--- src/common/sdc_defs.vh ---
`ifndef SDC_DEFS_VH
`define SDC_DEFS_VH

`define SDC_NUM_CH 6
`define SDC_WORD_W 10
`define SDC_FRAME_W 12
`define SDC_FRAME_LAST 4'hB
`define SDC_CLK_HIGH_BITS 4'h6
`define SDC_LOCK_WORDS 7'h50
`define SDC_MISS_LIMIT 2'h2

`define SDC_REG_CTRL 8'h00
`define SDC_REG_STATUS 8'h04
`define SDC_REG_ID 8'h08
`define SDC_REG_CHSTAT_BASE 3'h1
`define SDC_REG_CHWORD_BASE 3'h2

`define SDC_CTRL_SLEEP_LSB 0
`define SDC_CTRL_CLEAR_BIT 8
`define SDC_CTRL_RESET 6'h00

`define SDC_STAT_SLEEP_LSB 8
`define SDC_STAT_SCAN_BIT 16
`define SDC_STAT_GSLEEP_BIT 17
`define SDC_STAT_OE_BIT 18

`define SDC_RESP_OKAY 2'h0
`define SDC_RESP_SLVERR 2'h2

`endif

--- src/logic/sdc_channel.v ---
`timescale 1ns/1ps
`default_nettype none
`include "sdc_defs.vh"

module sdc_channel #(
  parameter WORD_W = `SDC_WORD_W,
  parameter [6:0] LOCK_WORDS = `SDC_LOCK_WORDS,
  parameter [1:0] MISS_LIMIT = `SDC_MISS_LIMIT
) (
  input wire core_clk,
  input wire rst_n,
  input wire clkEn,
  input wire sleep,
  input wire localReferenceStrobe,
  input wire serialIn,
  output reg [WORD_W-1:0] wordOut,
  output reg wordStrobe,
  output reg lossPulse,
  output wire recClk,
  output wire locked,
  output wire asleep
);
  localparam [2:0] ST_SLEEP = 3'h1;
  localparam [2:0] ST_HUNT = 3'h2;
  localparam [2:0] ST_LOCK = 3'h4;

  reg [2:0] state;
  reg [11:0] shiftReg;
  reg [3:0] bitPos;
  reg [6:0] goodCnt;
  reg [1:0] missCnt;

  // start bit high first, stop bit low last
  wire [11:0] frame = {serialIn, shiftReg[11:1]};
  wire frameEnd = (bitPos == `SDC_FRAME_LAST);
  wire frameOk = frame[0] & ~frame[11];

  assign locked = (state == ST_LOCK);
  assign asleep = (state == ST_SLEEP);
  // clock high over first half of each word, data changes on the same edge as the rise
  assign recClk = locked ? (bitPos < `SDC_CLK_HIGH_BITS) : 1'b1;

  always @(posedge core_clk) begin
    if (!rst_n) begin
      state <= ST_SLEEP;
      shiftReg <= 12'hFFF;
      bitPos <= 4'h0;
      goodCnt <= 7'h00;
      missCnt <= 2'h0;
      wordOut <= {WORD_W{1'b1}};
      wordStrobe <= 1'b0;
      lossPulse <= 1'b0;
    end else if (clkEn) begin
      wordStrobe <= 1'b0;
      lossPulse <= 1'b0;
      case (state)
        ST_SLEEP: begin
          bitPos <= 4'h0;
          goodCnt <= 7'h00;
          missCnt <= 2'h0;
          if (!sleep) begin
            state <= ST_HUNT;
          end
        end
        ST_HUNT: begin
          if (sleep) begin
            state <= ST_SLEEP;
          end else if (localReferenceStrobe) begin
            shiftReg <= frame;
            if (!frameEnd) begin
              bitPos <= bitPos + 4'h1;
            end else if (frameOk) begin
              bitPos <= 4'h0;
              if (goodCnt == LOCK_WORDS - 7'h01) begin
                state <= ST_LOCK;
                goodCnt <= 7'h00;
                missCnt <= 2'h0;
              end else begin
                goodCnt <= goodCnt + 7'h01;
              end
            end else begin
              // slip one bit to hunt for the edge
              bitPos <= 4'h1;
              goodCnt <= 7'h00;
            end
          end
        end
        ST_LOCK: begin
          if (sleep) begin
            state <= ST_SLEEP;
          end else if (localReferenceStrobe) begin
            shiftReg <= frame;
            if (!frameEnd) begin
              bitPos <= bitPos + 4'h1;
            end else begin
              bitPos <= 4'h0;
              if (frameOk) begin
                wordOut <= frame[10:1];
                wordStrobe <= 1'b1;
                missCnt <= 2'h0;
              end else if (missCnt + 2'h1 == MISS_LIMIT) begin
                state <= ST_HUNT;
                lossPulse <= 1'b1;
                goodCnt <= 7'h00;
              end else begin
                missCnt <= missCnt + 2'h1;
              end
            end
          end
        end
        default: begin
          state <= ST_SLEEP;
        end
      endcase
    end
  end
endmodule // sdc_channel

`default_nettype wire

--- src/logic/sdc_out_ctrl.v ---
`timescale 1ns/1ps
`default_nettype none
`include "sdc_defs.vh"

module sdc_out_ctrl #(
  parameter WORD_W = `SDC_WORD_W
) (
  input wire core_clk,
  input wire rst_n,
  input wire clkEn,
  input wire scanOff,
  input wire globalAsleep,
  input wire chanAsleep,
  input wire outputEnable,
  input wire locked,
  input wire [WORD_W-1:0] wordIn,
  input wire clkIn,
  output reg [WORD_W-1:0] wordOut,
  output reg wordOe,
  output reg clkOut,
  output reg clkOe,
  output reg unlockedOut,
  output reg unlockedOe
);
  always @(posedge core_clk) begin
    if (!rst_n) begin
      wordOut <= {WORD_W{1'b1}};
      clkOut <= 1'b1;
      unlockedOut <= 1'b1;
      wordOe <= 1'b1;
      clkOe <= 1'b1;
      unlockedOe <= 1'b1;
    end else if (clkEn) begin
      // outputs high unless the channel is locked and awake
      wordOut <= {WORD_W{1'b1}};
      clkOut <= 1'b1;
      unlockedOut <= 1'b1;
      wordOe <= 1'b1;
      clkOe <= 1'b1;
      unlockedOe <= 1'b1;
      if (scanOff) begin
        wordOe <= 1'b0;
        clkOe <= 1'b0;
        unlockedOe <= 1'b0;
      end else if (globalAsleep) begin
        unlockedOut <= 1'b1;
      end else if (chanAsleep) begin
        unlockedOut <= 1'b1;
      end else begin
        unlockedOut <= ~locked;
        if (!outputEnable) begin
          wordOe <= 1'b0;
          clkOe <= 1'b0;
        end else if (locked) begin
          wordOut <= wordIn;
          clkOut <= clkIn;
        end
      end
    end
  end
endmodule // sdc_out_ctrl

`default_nettype wire

--- src/logic/sdc_top.v ---
// The AXI4-Lite register port and the register offsets were chosen for this implementation.
`timescale 1ns/1ps
`default_nettype none
`include "sdc_defs.vh"

module sdc_top #(
  parameter NUM_CH = `SDC_NUM_CH,
  parameter WORD_W = `SDC_WORD_W,
  parameter ADDR_W = 8,
  parameter [31:0] ID_VALUE = 32'h0000_1234 // arbitrary value
) (
  input wire core_clk,
  input wire rst_n,
  input wire clkEn,
  input wire globalSleepN,
  input wire [NUM_CH-1:0] channelSleepN,
  input wire outputEnable,
  input wire scanFloatN,
  input wire scanSelftestActive,
  input wire [NUM_CH-1:0] localReferenceStrobe,
  input wire [NUM_CH-1:0] serialIn,
  output wire [NUM_CH*WORD_W-1:0] parallelWordOut,
  output wire [NUM_CH-1:0] parallelWordOe,
  output wire [NUM_CH-1:0] recoveredWordClock,
  output wire [NUM_CH-1:0] recoveredWordClockOe,
  output wire [NUM_CH-1:0] channelUnlockedFlag,
  output wire [NUM_CH-1:0] channelUnlockedFlagOe,
  input wire [ADDR_W-1:0] s_axi_awaddr,
  input wire s_axi_awvalid,
  output wire s_axi_awready,
  input wire [31:0] s_axi_wdata,
  input wire [3:0] s_axi_wstrb,
  input wire s_axi_wvalid,
  output wire s_axi_wready,
  output reg [1:0] s_axi_bresp,
  output reg s_axi_bvalid,
  input wire s_axi_bready,
  input wire [ADDR_W-1:0] s_axi_araddr,
  input wire s_axi_arvalid,
  output wire s_axi_arready,
  output reg [31:0] s_axi_rdata,
  output reg [1:0] s_axi_rresp,
  output reg s_axi_rvalid,
  input wire s_axi_rready
);
  reg [5:0] swSleep;
  reg clearPulse;
  reg awHeld;
  reg wHeld;
  reg [ADDR_W-1:0] awAddrQ;
  reg [31:0] wDataQ;
  reg [3:0] wStrbQ;
  reg [31:0] rdData;
  reg rdHit;

  wire scanOff = ~scanFloatN | scanSelftestActive;
  wire globalAsleep = ~globalSleepN | ~(|channelSleepN);
  wire [NUM_CH-1:0] chLocked;
  wire [NUM_CH-1:0] chAsleep;
  wire [NUM_CH*32-1:0] chStatFlat;
  wire [NUM_CH*32-1:0] chWordFlat;

  // per-channel datapath, counters and pins
  genvar i;
  generate
    for (i = 0; i < NUM_CH; i = i + 1) begin : chan
      wire sleepReq;
      wire [WORD_W-1:0] word;
      wire wordStrobe;
      wire lossPulse;
      wire recClk;
      reg [7:0] lossCnt;
      reg [15:0] wordCnt;

      assign sleepReq = globalAsleep | ~channelSleepN[i] | swSleep[i];

      sdc_channel #(
        .WORD_W(WORD_W)
      ) u_channel (
        .core_clk(core_clk),
        .rst_n(rst_n),
        .clkEn(clkEn),
        .sleep(sleepReq),
        .localReferenceStrobe(localReferenceStrobe[i]),
        .serialIn(serialIn[i]),
        .wordOut(word),
        .wordStrobe(wordStrobe),
        .lossPulse(lossPulse),
        .recClk(recClk),
        .locked(chLocked[i]),
        .asleep(chAsleep[i])
      );

      sdc_out_ctrl #(
        .WORD_W(WORD_W)
      ) u_out (
        .core_clk(core_clk),
        .rst_n(rst_n),
        .clkEn(clkEn),
        .scanOff(scanOff),
        .globalAsleep(globalAsleep),
        .chanAsleep(sleepReq),
        .outputEnable(outputEnable),
        .locked(chLocked[i]),
        .wordIn(word),
        .clkIn(recClk),
        .wordOut(parallelWordOut[i*WORD_W +: WORD_W]),
        .wordOe(parallelWordOe[i]),
        .clkOut(recoveredWordClock[i]),
        .clkOe(recoveredWordClockOe[i]),
        .unlockedOut(channelUnlockedFlag[i]),
        .unlockedOe(channelUnlockedFlagOe[i])
      );

      // loss-of-lock and word counters, wrap around
      always @(posedge core_clk) begin
        if (!rst_n) begin
          lossCnt <= 8'h00;
          wordCnt <= 16'h0000;
        end else if (clkEn) begin
          if (clearPulse) begin
            lossCnt <= {7'h00, lossPulse};
            wordCnt <= {15'h0000, wordStrobe};
          end else begin
            lossCnt <= lossCnt + {7'h00, lossPulse};
            wordCnt <= wordCnt + {15'h0000, wordStrobe};
          end
        end
      end

      assign chStatFlat[i*32 +: 32] = {wordCnt, lossCnt, 6'h00, chAsleep[i], chLocked[i]};
      assign chWordFlat[i*32 +: 32] = {{(32-WORD_W){1'b0}}, word};
    end
  endgenerate

  // write channel: address and data in either order
  wire awFire = s_axi_awvalid & s_axi_awready;
  wire wFire = s_axi_wvalid & s_axi_wready;
  wire haveAw = awHeld | awFire;
  wire haveW = wHeld | wFire;
  wire [ADDR_W-1:0] wrAddr = awHeld ? awAddrQ : s_axi_awaddr;
  wire [31:0] wrData = wHeld ? wDataQ : s_axi_wdata;
  wire [3:0] wrStrb = wHeld ? wStrbQ : s_axi_wstrb;
  wire doWrite = haveAw & haveW & ~s_axi_bvalid;
  wire wrCtrl = (wrAddr == `SDC_REG_CTRL);

  assign s_axi_awready = clkEn & ~awHeld & ~s_axi_bvalid;
  assign s_axi_wready = clkEn & ~wHeld & ~s_axi_bvalid;

  always @(posedge core_clk) begin
    if (!rst_n) begin
      awHeld <= 1'b0;
      wHeld <= 1'b0;
      awAddrQ <= {ADDR_W{1'b0}};
      wDataQ <= 32'h0000_0000;
      wStrbQ <= 4'h0;
      s_axi_bvalid <= 1'b0;
      s_axi_bresp <= `SDC_RESP_OKAY;
      swSleep <= `SDC_CTRL_RESET;
      clearPulse <= 1'b0;
    end else if (clkEn) begin
      clearPulse <= 1'b0;
      if (s_axi_bvalid && s_axi_bready) begin
        s_axi_bvalid <= 1'b0;
      end
      if (doWrite) begin
        awHeld <= 1'b0;
        wHeld <= 1'b0;
        s_axi_bvalid <= 1'b1;
        s_axi_bresp <= wrCtrl ? `SDC_RESP_OKAY : `SDC_RESP_SLVERR;
        if (wrCtrl && wrStrb[0]) begin
          swSleep <= wrData[`SDC_CTRL_SLEEP_LSB +: 6];
        end
        if (wrCtrl && wrStrb[1]) begin
          clearPulse <= wrData[`SDC_CTRL_CLEAR_BIT];
        end
      end else begin
        if (awFire) begin
          awHeld <= 1'b1;
          awAddrQ <= s_axi_awaddr;
        end
        if (wFire) begin
          wHeld <= 1'b1;
          wDataQ <= s_axi_wdata;
          wStrbQ <= s_axi_wstrb;
        end
      end
    end
  end

  // read decode
  wire [2:0] rdIdx = s_axi_araddr[4:2];
  wire [2:0] rdBlock = s_axi_araddr[7:5];
  wire rdAligned = (s_axi_araddr[1:0] == 2'h0);
  wire rdChOk = rdAligned & (rdIdx < NUM_CH);

  always @* begin
    rdData = 32'h0000_0000;
    rdHit = 1'b1;
    if (s_axi_araddr == `SDC_REG_CTRL) begin
      rdData = {26'h0000000, swSleep};
    end else if (s_axi_araddr == `SDC_REG_STATUS) begin
      rdData = {13'h0000, outputEnable, globalAsleep, scanOff,
                2'h0, chAsleep, 2'h0, chLocked};
    end else if (s_axi_araddr == `SDC_REG_ID) begin
      rdData = ID_VALUE;
    end else if (rdChOk && rdBlock == `SDC_REG_CHSTAT_BASE) begin
      rdData = chStatFlat[rdIdx*32 +: 32];
    end else if (rdChOk && rdBlock == `SDC_REG_CHWORD_BASE) begin
      rdData = chWordFlat[rdIdx*32 +: 32];
    end else begin
      rdHit = 1'b0;
    end
  end

  assign s_axi_arready = clkEn & ~s_axi_rvalid;

  always @(posedge core_clk) begin
    if (!rst_n) begin
      s_axi_rvalid <= 1'b0;
      s_axi_rdata <= 32'h0000_0000;
      s_axi_rresp <= `SDC_RESP_OKAY;
    end else if (clkEn) begin
      if (s_axi_arvalid && s_axi_arready) begin
        s_axi_rvalid <= 1'b1;
        s_axi_rdata <= rdData;
        s_axi_rresp <= rdHit ? `SDC_RESP_OKAY : `SDC_RESP_SLVERR;
      end else if (s_axi_rready) begin
        s_axi_rvalid <= 1'b0;
      end
    end
  end
endmodule // sdc_top

`default_nettype wire

--- config.mk ---
export PLATFORM = sky130hd
export DESIGN_NAME = sdc_top
export DESIGN_NICKNAME = d
export VERILOG_FILES = /design/src/logic/sdc_channel.v /design/src/logic/sdc_out_ctrl.v /design/src/logic/sdc_top.v
export VERILOG_INCLUDE_DIRS = /design/src /design/src/common
export SDC_FILE = /design/constraint.sdc
export NUM_CORES = 1
export LEC_CHECK = 0
export BUFFER_PORTS_ARGS = -buffer_cell sky130_fd_sc_hd__clkbuf_2
export CORE_UTILIZATION = 24
export CTS_CLUSTER_SIZE = 20
export DETAILED_ROUTE_END_ITERATION = 7
export HOLD_SLACK_MARGIN = 0.12
export PLACE_DENSITY_LB_ADDON = 0.12
export SLEW_MARGIN = 20
export SYNTH_ARGS = -nofsm -noshare
export SYNTH_HDL_FRONTEND = slang
export SYNTH_SLANG_ARGS = --single-unit
export TNS_END_PERCENT = 1
--- constraint.sdc ---
create_clock -name core_clk -period 3.6 [get_ports core_clk]
set_input_delay 0.54 -clock core_clk [delete_from_list [all_inputs] [get_ports core_clk]]
set_output_delay 0.54 -clock core_clk [all_outputs]
set_load 0.03 [all_outputs]
Word level (Yosys, flattened, before mapping)
Index checks and enable logic that the tools add are counted.
Operators by class
  equality and inequality tests: 160
  $add $sub $neg: 30
  reduce and logical (&&, ||, !) cells: 71
  bitwise operators: 64
  $lt $le $gt $ge: 7
  muxes and demuxes: 453
  shifts and indexed selects: 2
Operator list (count)
  $mux W7: 60
  $shiftx A192 B9 Y32: 2
  $mux W10: 30
  $mux W3: 66
  $mux W32: 5
  $mux W1: 155
  $mux W4: 36
  $mux W2: 63
  $pmux W7 S3: 6
  $reduce_and A10 Y1: 12
  $add A16 B1 Y16: 6
  $mux W16: 6
  $ne A2 B2 Y1 const B: 48
  $ne A3 B3 Y1 const B: 30
  $pmux W4 S3: 6
  $reduce_and A6 Y1: 12
  $reduce_and A11 Y1: 6
  $mux W8: 7
  $ne A3 B1 Y1 const B: 18
  $pmux W3 S3: 6
  $add A8 B1 Y8: 6
  $add A7 B1 Y7 const B: 6
  $eq A7 B7 Y1 const B: 6
  $ne A2 B1 Y1 const B: 18
  27 further kinds: 171
Word-level totals
  logic and storage cells: 884
  flip-flop bits (word level): 529

Longest topological paths before layout
Gate-level depths: netlist of run 1.
  depth after elaboration: 9
  gate-level depth with buffers: 9
  depth with buffers taken out: 7

Modules after synthesis
From an unflattened synthesis of run 1, not the netlist that was laid out.
Second synthesis, totals
  cell total of the unflattened synthesis: 2827
  area total of the unflattened synthesis: 24967.7 um2
By module, submodules not included
  sdc_channel: area each 1834.3 um2, sequential area each 780.7 um2, times used 6, cells an instance 225
  sdc_top: area each 10944.2 um2, sequential area each 4124.0 um2, times used 1, cells an instance 1231
  sdc_out_ctrl: area each 503.0 um2, sequential area each 280.3 um2, times used 6, cells an instance 41

Worst setup path after synthesis of run 1
No wires, ideal clock.
  path kind: input to register
  start: in clkEn
  end: reg s_axi_rdata[20]
  path buffers: 2
  arrival: 2.232 ns
  slack: 1.303 ns
  cell stages on the path: 7
  library setup time: 0.065 ns
  cells stage by stage: buf_2 > nor2b_1 > nand2_1 > nor2_1 > clkbuf_1 > a22oi_1 > nor2_1
Between the ends
  cells in the longest elaborated chain, start to end: 3
Ends and longest elaborated chain
  start: declaration: RTL line sdc_top.v:14  | input wire clkEn,
  $and A1 B1 Y1: RTL line sdc_top.v:216  | assign s_axi_arready = clkEn & ~s_axi_rvalid;
  named net s_axi_arready: RTL line sdc_top.v:40  | output wire s_axi_arready,
  $logic_and A1 B1 Y1: RTL line sdc_top.v:224  | if (s_axi_arvalid && s_axi_arready) begin
  $reduce_and A2 Y1 (no line)
  end signal: assignment: RTL line sdc_top.v:226  | s_axi_rdata <= rdData;
  end: declaration: RTL line sdc_top.v:41  | output reg [31:0] s_axi_rdata,
The timed path passes the listed nets, and every way through them passes these cells.
A chain may end at the register's enable or synchronous reset.

Worst setup path after layout of run 1
  start: reg swSleep[0]
  end: reg chan[0].u_channel.goodCnt[6]
Between the ends
  cells in the longest elaborated chain, start to end: 3
  elaborated cells on any way between the ends: 4
Ends and longest elaborated chain
  start: declaration: RTL line sdc_top.v:46  | reg [5:0] swSleep;
  start signal: assignment: RTL line sdc_top.v:159  | swSleep <= `SDC_CTRL_RESET;
  start signal: assignment: RTL line sdc_top.v:172  | swSleep <= wrData[`SDC_CTRL_SLEEP_LSB +: 6];
  $or A1 B1 Y1 *: RTL line sdc_top.v:75  | assign sleepReq = globalAsleep | ~channelSleepN[i] | swSleep[i];
  $ne A2 B2 Y1 (no line)
  $reduce_and A10 Y1 (no line) *
  end signal: assignment: RTL line sdc_channel.v:79  | goodCnt <= goodCnt + 7'h01;
  end: declaration: RTL line sdc_channel.v:30  | reg [6:0] goodCnt;
Mark *: on every way between the ends. The rest lies on a longest branch, timed or not.

==> flow_metrics.env, run 1 <==
export IMPL_status="finished, final reports clean"
export IMPL_reg2reg_depth=5
export IMPL_cts_made_buffers=69
export IMPL_pre_cts_slack_ns=0.542
export IMPL_cap_viol_max_count=0
export IMPL_period_minus_slack_ns=2.80
export IMPL_setup_worst_path_start="swSleep[0]"
export IMPL_yosysTopAreaCell="dfxtp_1"
export IMPL_worstHoldPathType="in -> reg"
export IMPL_antenna_left=0
export IMPL_vdd_drop_max_mv=0.289
export IMPL_slew_viol_final=0
export IMPL_syn_area_per_cell_um2=8.61
export IMPL_power_mw=13.8
export IMPL_ys_seq_area_share_pct=42.2
export IMPL_grt_usage_pct=16.5
export IMPL_final_cell_mix="dfxtp_1, nand2_1, nor2_1"
export IMPL_slew_headroom_pct=34.4
export IMPL_tns_ns=0
export IMPL_worst_skew_pair_late_latency_ns=0.64
export IMPL_synth_top_area_share_pct=42.2
export IMPL_timing_rr_start="swSleep[0]"
export IMPL_cp_required_ns=4.08
export IMPL_port_buffers=183
export IMPL_synth_area_leaders="dfxtp_1, nand2_1, mux2i_1, nor2_1, mux4_2"
export IMPL_r2r_end="chan[0].u_channel.goodCnt[6]"
export IMPL_setup_viol=0
export IMPL_yosysWarningCount=0
export IMPL_cts_sinks=519
export IMPL_startpoint_type="register"
export IMPL_final_common_cell="dfxtp_1"
export IMPL_die_h_um=322
export IMPL_start_util_pct=24.2
export IMPL_grt_pass1_vias=20800
export IMPL_cp_arrival_ns=3.28
export IMPL_postSynthCellCount=2856
export IMPL_rsz0062_at_grt="false"
export IMPL_hold_violations=0
export IMPL_layout_drive_gt1_share_pct=14.0
export IMPL_synthArstFlopShare_pct=0
export IMPL_cts_tree="done"
export IMPL_syn_area_um2=24600
export IMPL_grt_max_degree=134
export IMPL_grt_pass1_wl_mm=130
export IMPL_die_width_um=322
export IMPL_p_leak_nw=10.8
export IMPL_vias_per_cell=4.82
export IMPL_area_growth_pct=18.1
export IMPL_drt_initial_drc_count=1268
export IMPL_drc=0
export IMPL_hold_worst_slack_ns=0.171
export IMPL_finalClockSkew_ns=0.0453
export IMPL_crit_fanout=15
export IMPL_ys_seq_elements=519
export IMPL_grt_overflow=0
export IMPL_routed_wl_mm=86.0
export IMPL_clk_pin_slew_worst_paths_ns=0.06
export IMPL_fp_dieArea_um2=104000
export IMPL_grt_antenna_before_repair=7
export IMPL_cts_buffer_depth=3
export IMPL_clock_fmax_mhz=357
export IMPL_place_congestion=0.816
export IMPL_num_rows=117
export IMPL_critical_path_class="reg -> reg"
export IMPL_dr_pass1_iters=5
export IMPL_yosys_most_used_dff="dfxtp_1"
export IMPL_r2r_slack_ns=0.80
export IMPL_core_um2=102000
export IMPL_cts_setup_buffers=0
export IMPL_cts_root_buffer="clkbuf_16"
export IMPL_worst_pin_slew_ns=0.980
export IMPL_worstSetupEndpoint="chan[0].u_channel.goodCnt[6]"
export IMPL_synth_edf_count=0
export IMPL_hpwl_mm=63.4
export IMPL_io_pins=213
export IMPL_cp_end_kind="register"
export IMPL_fin_crit_sh_pct=77.8
export IMPL_power_density_nw_per_um2=476
export IMPL_wl_per_cell_um=19.6
export IMPL_vias=21100
export IMPL_synth_distinct_cells=85
export IMPL_nNetsFinal=3080
export IMPL_layout_setup_ws_ns=0.798
export IMPL_h_tree_depth=3
export IMPL_num_fill_cells=10900
-- registers in the layout (all words and copies together), names as in the netlist, 7 cells and up --
name / flops
chan.u_channel.state: 18
chan.u_channel.missCnt: 12
chan.lossCnt: 48
chan.u_out.wordOut: 60
chan.wordCnt: 96
awAddrQ: 8
chan.u_channel.shiftReg: 66
s_axi_rdata: 32
wDataQ: 7
chan.u_channel.bitPos: 24
chan.u_channel.wordOut: 60
chan.u_channel.goodCnt: 42
-- worst min path at each step --
| stage | from | end | cells after the start |
|---|---|---|---|
| 2_1_floorplan | chan[1].u_out.unlockedOut | chan[1].u_out.unlockedOut | 2 |
| 3_3_place_gp | s_axi_rdata[11] | s_axi_rdata[11] | 2 |
| 3_5_place_dp | s_axi_rdata[16] | s_axi_rdata[16] | 2 |
| 4_1_cts | s_axi_wdata[0] | wDataQ[0] | 3 |
| 5_1_grt | s_axi_wdata[0] | wDataQ[0] | 3 |
| 6_report | s_axi_awaddr[7] | awAddrQ[7] | 3 |
-- cells in the mapped netlist (8+ instances only) --
master      n
dfxtp_1   519
nand2_1   448
nor2_1    255
mux2i_1   149
nand3_1   145
o21ai_0   142
clkbuf_1  134
a21oi_1   121
xor2_1     80
nand3b_1   58
nand4_1    53
ha_1       42
or4_1      41
inv_1      40
or3_1      40
a22oi_1    37
mux4_2     36
buf_4      35
xnor2_1    35
o22ai_1    34
and3_1     33
nor3_1     33
buf_2      27
nand2b_1   26
o31ai_1    26
a211oi_1   24
nor4_1     23
nor3b_1    15
nor2b_1    14
buf_1      13
and2_1     11
or3b_2     10
a21o_1      9
mux2_2      9
a31oi_1     8
a32oi_1     8
and3b_1     8
-- per-layer routing --
layer	vias to the layer above	part of all wire, %	track usage [%]	wire length [um]
met2	368	48	27.9	41100
met4	8	2.4	4.61	2040
met3	122	4.5	3.20	3850
li1	10400	-	-	-
met1	10200	45	21.1	39000
met5	-	0.065	0	56
-- per-stage QoR --
| step | utilization (%) | cells | instance area, um2 |
|---|---|---|---|
| after CTS | 28.5 | 4375 | 29000 |
| after global routing | 28.5 | 4376 | 29000 |
| final | 28.5 | 4376 | 29000 |
| after floorplan | - | 2857 | 24600 |
| after detailed placement | 26.3 | 4252 | 26800 |
| after global placement | 26.3 | 4252 | 26800 |
-- layout make-up --
| type | instances | area (um2) | share of cell area [%] |
|---|---|---|---|
| multi-input cells | 2087 | 13100 | 45.2 |
| flip-flops and latches | 519 | 10400 | 35.8 |
| clock buffers | 100 | 1960 | 6.76 |
| well taps | 1368 | 1710 | 5.89 |
| repair buffers | 237 | 1380 | 4.75 |
| clock inverters | 22 | 297 | 1.02 |
| inverters | 42 | 160 | 0.551 |
| diodes | 1 | 2.50 | 0.00862 |
-- cell families after synthesis --
group / synth area share [%]
simple gates: 25.0
compound gates: 12.2
mux: 9.77
buf+inv: 4.50
fa+ha+maj: 2.14
xor+xnor: 4.16
other cells: 0.0152
flops: 42.2
-- timing repair --
action | in CTS | in global routing
hold buffers | 1 | 0
endpoints found under the hold margin | 1 | 0
resized for setup | 0 | 0
-- power breakdown --
part	switching, mW	internal, mW
logic	0.683	0.309
clock network	2.81	4.11
registers	0.0920	5.81
total	3.58	10.2
-- critical path, cell delays in order, from the launching register on --
cell and delay, ns:
dfxtp_1 0.42, nand3b_1 0.58, nor3_1 0.40, o211ai_1 0.44
o31ai_1 0.72, a21oi_1 0.08
(Power assumes the default switching activity.)
==> inputs of run 2 (changes only) <==
ABC_AREA = 1   (was not set)
clock period = 2.92 ns   (was 3.6 ns; I/O delays follow)
==> run 2 against run 1 <==
- combinational power is 87% higher
- count of clock-buffer cells in the layout is 5 higher
- final area is 2.6% higher
- routed wire length is 6.1% higher
- register-to-register slack worse by 0.09 ns
- non-clock buffer count is 49 higher
- via count is 12% higher
- area after synthesis is 1.5% higher
- clock power is 21% higher
- global-route usage is 0.52 points higher
- total power is 28% higher
==> flow_metrics.env, run 2 <==
export IMPL_place_congestion=0.807
export IMPL_reg2reg_depth=9
export IMPL_fin_crit_sh_pct=77.2
export IMPL_pwr_share_seq_pct=41.9
export IMPL_wl_per_cell_um=17.9
export IMPL_drt_initial_drc_count=1565
export IMPL_worstSetupPathDepth=5
export IMPL_worstSetupEndpoint="s_axi_awready"
export IMPL_grt_pass1_vias=22600
export IMPL_die_h_um=325
export IMPL_rsz0062_at_grt="false"
export IMPL_dp_cells=4953
export IMPL_ys_seq_elements=519
export IMPL_antenna_left=0
export IMPL_yosys_most_used_dff="dfxtp_1"
export IMPL_cts_root_buffer="clkbuf_16"
export IMPL_crit_fanout=23
export IMPL_port_buffers=183
export IMPL_syn_area_per_cell_um2=7.09
export IMPL_dr_pass1_iters=5
export IMPL_yosysWarningCount=0
export IMPL_slew_headroom_pct=49.2
export IMPL_hpwl_mm=66.2
export IMPL_startpoint_type="input port"
export IMPL_synth_distinct_cells=59
export IMPL_grt_antenna_before_repair=1
export IMPL_instances_no_fill=5098
export IMPL_routed_wl_mm=91.2
export IMPL_nNetsFinal=3804
export IMPL_synth_most_common_cell="nand2_1"
export IMPL_cts_setup_buffers=0
export IMPL_timing_rr_start="chan[0].u_channel.wordStrobe"
export IMPL_comb_power_share_pct=10.5
export IMPL_num_fill_cells=11400
export IMPL_clock_fmax_mhz=443
export IMPL_worst_pin_slew_ns=0.762
export IMPL_status="finished, final reports clean"
export IMPL_layout_drive_gt1_share_pct=12.4
export IMPL_setup_viol=0
export IMPL_hold_violations=0
export IMPL_synthArstFlopShare_pct=0
export IMPL_critical_path_class="in -> out"
export IMPL_start_util_pct=24.4
export IMPL_top_register="chan.wordCnt"
export IMPL_path_delay_family="buffers and inverters"
export IMPL_cp_end_kind="primary output"
export IMPL_ys_top_cells_by_count="nand2_1, dfxtp_1, a21oi_1"
export IMPL_tns_ns=0
export IMPL_power_switching_mw=4.92
export IMPL_cp_slowest_cell="dlygate4sd3_1"
export IMPL_finalClockSkew_ns=0.0342
export IMPL_grt_max_degree=65
export IMPL_clk_pin_slew_worst_paths_ns=0.06
export IMPL_synth_area_leaders="dfxtp_1, nand2_1, a21oi_1, nand3_1, inv_1"
export IMPL_vias_per_cell=4.65
export IMPL_layout_setup_ws_ns=0.665
export IMPL_clkPwrFrac_pct=47.6
export IMPL_syn_area_um2=25000
export IMPL_setup_worst_path_start="clkEn"
export IMPL_cts_made_buffers=66
export IMPL_cap_viol_max_count=0
export IMPL_cts_sinks=519
export IMPL_final_cell_mix="nand2_1, dfxtp_1, a21oi_1"
export IMPL_synthAdderAreaFrac_pct=2.11
export IMPL_cp_num_buf_inv=4
export IMPL_switching_share_pct=27.9
export IMPL_grt_overflow=0
export IMPL_cts_tree="done"
export IMPL_num_rows=117
export IMPL_drc=0
export IMPL_r2r_end="chan[0].wordCnt[12]"
export IMPL_ys_seq_area_share_pct=41.6
export IMPL_synth_area_mux_share_pct=0
export IMPL_intPower_mw=12.7
export IMPL_fin_util_pct=29.1
export IMPL_crit_chain="dlygate4sd3_1, buf_6, inv_4, nor3_4, clkbuf_2"
export IMPL_grt_usage_pct=17.0
export IMPL_grt_pass1_wl_mm=139
export IMPL_cts_buffer_depth=3
export IMPL_final_common_cell="nand2_1"
export IMPL_synth_top_area_share_pct=41.6
export IMPL_power_density_nw_per_um2=591
export IMPL_core_um2=102000
export IMPL_worstHoldPathType="in -> reg"
export IMPL_cp_arrival_ns=1.82
export IMPL_pre_cts_slack_ns=0.489
export IMPL_synth_xor_area_share_pct=0.316
export IMPL_synth_compound_area_share_pct=17.3
export IMPL_worst_skew_pair_late_latency_ns=0.63
export IMPL_period_minus_slack_ns=2.26
export IMPL_synth_top_family_by_area="simple AND/OR/NAND/NOR gates"
export IMPL_synth_edf_count=0
export IMPL_postLayoutCellArea_um2=29800
export IMPL_vias=23700
export IMPL_largest_reg_flops=96
export IMPL_r2r_slack_ns=0.71
export IMPL_largest_registers="chan.wordCnt x96, chan.u_channel.shiftReg x66"
export IMPL_slowest_delay_ns=0.54
export IMPL_yosysTopAreaCell="dfxtp_1"
export IMPL_vdd_drop_max_mv=0.346
export IMPL_io_pins=213
export IMPL_dpl_cell_area_um2=27300
export IMPL_die_width_um=325
export IMPL_p_leak_nw=12.3
export IMPL_synthSimpleGateAreaFrac_pct=29.4
export IMPL_cp_required_ns=2.48
export IMPL_slew_viol_final=0
export IMPL_fp_dieArea_um2=105000
export IMPL_postSynthCellCount=3519
export IMPL_area_growth_pct=19.4
export IMPL_h_tree_depth=3
[run 2: area by class of cell]
class / instances / area (um2) / share of cell area, %
multi-input cells: 2457 / 12300 / 41.2
flip-flops and latches: 519 / 10400 / 34.9
clock buffers: 105 / 2010 / 6.74
repair buffers: 286 / 1870 / 6.27
well taps: 1368 / 1710 / 5.74
inverters: 350 / 1330 / 4.47
clock inverters: 12 / 205 / 0.689
diodes: 1 / 2.50 / 0.00840
[run 2: per-stage QoR]
stage	hold slack [ns]	total power [mW]
final	0.200	17.6
after CTS	0.160	17.9
after global routing	0.179	18.4
after floorplan	0.412	8.74
after detailed placement	0.431	9.37
after global placement	0.431	9.38
[run 2: kinds of logic (layout without fill, tap and decap cells)]
| family | count (synthesis) | in the layout |
|---|---|---|
| adders and majority gates | 42 | 42 |
| DFF | 519 | 519 |
| AOI/OAI and AO/OA | 758 | 758 |
| other | 1 | 3 |
| and+or+nand+nor | 1646 | 1646 |
| xor gates and xnor gates | 9 | 9 |
| buffers and inverters | 544 | 753 |
[run 2: worst min-delay path: cells and delay by family]
kind                   cells  cell delay [ns]
buffers and inverters      1             0.08
and+or+nand+nor            3             0.28
[run 2: per-layer routing]
metal / part of all wire [%] / track usage (%)
met1: 47 / 22.8
met2: 47 / 28.3
met3: 3.5 / 2.33
met4: 2.4 / 4.51
met5: 0 / 0
[run 2: how the worst min path moves through the flow]
stage,start,endpoint,slack (ns),cells after the start
3_3_place_gp,chan[3].lossCnt[6],chan[3].lossCnt[7],0.43,1
2_1_floorplan,chan[3].lossCnt[6],chan[3].lossCnt[7],0.41,1
6_report,s_axi_awvalid,awHeld,0.20,4
5_1_grt,s_axi_awvalid,awHeld,0.18,4
3_5_place_dp,chan[3].lossCnt[6],chan[3].lossCnt[7],0.43,1
4_1_cts,s_axi_awvalid,awHeld,0.16,4
[run 2: power groups by stage]
stage / combinational (mW) / clock [mW] / sequential, mW
after floorplan: 1.22 / 0 / 7.52
after global placement: 1.85 / 0 / 7.54
after detailed placement: 1.84 / 0 / 7.53
after CTS: 1.87 / 8.68 / 7.38
after global routing: 2.07 / 8.96 / 7.40
final: 1.85 / 8.39 / 7.38
[run 2: repair_timing]
action / 4_1_cts / 5_1_grt
hold buffers: 27 / 0
endpoints found under the hold margin: 36 / 0
endpoints found under the setup margin: 0 / 0
resized for setup: 0 / 0
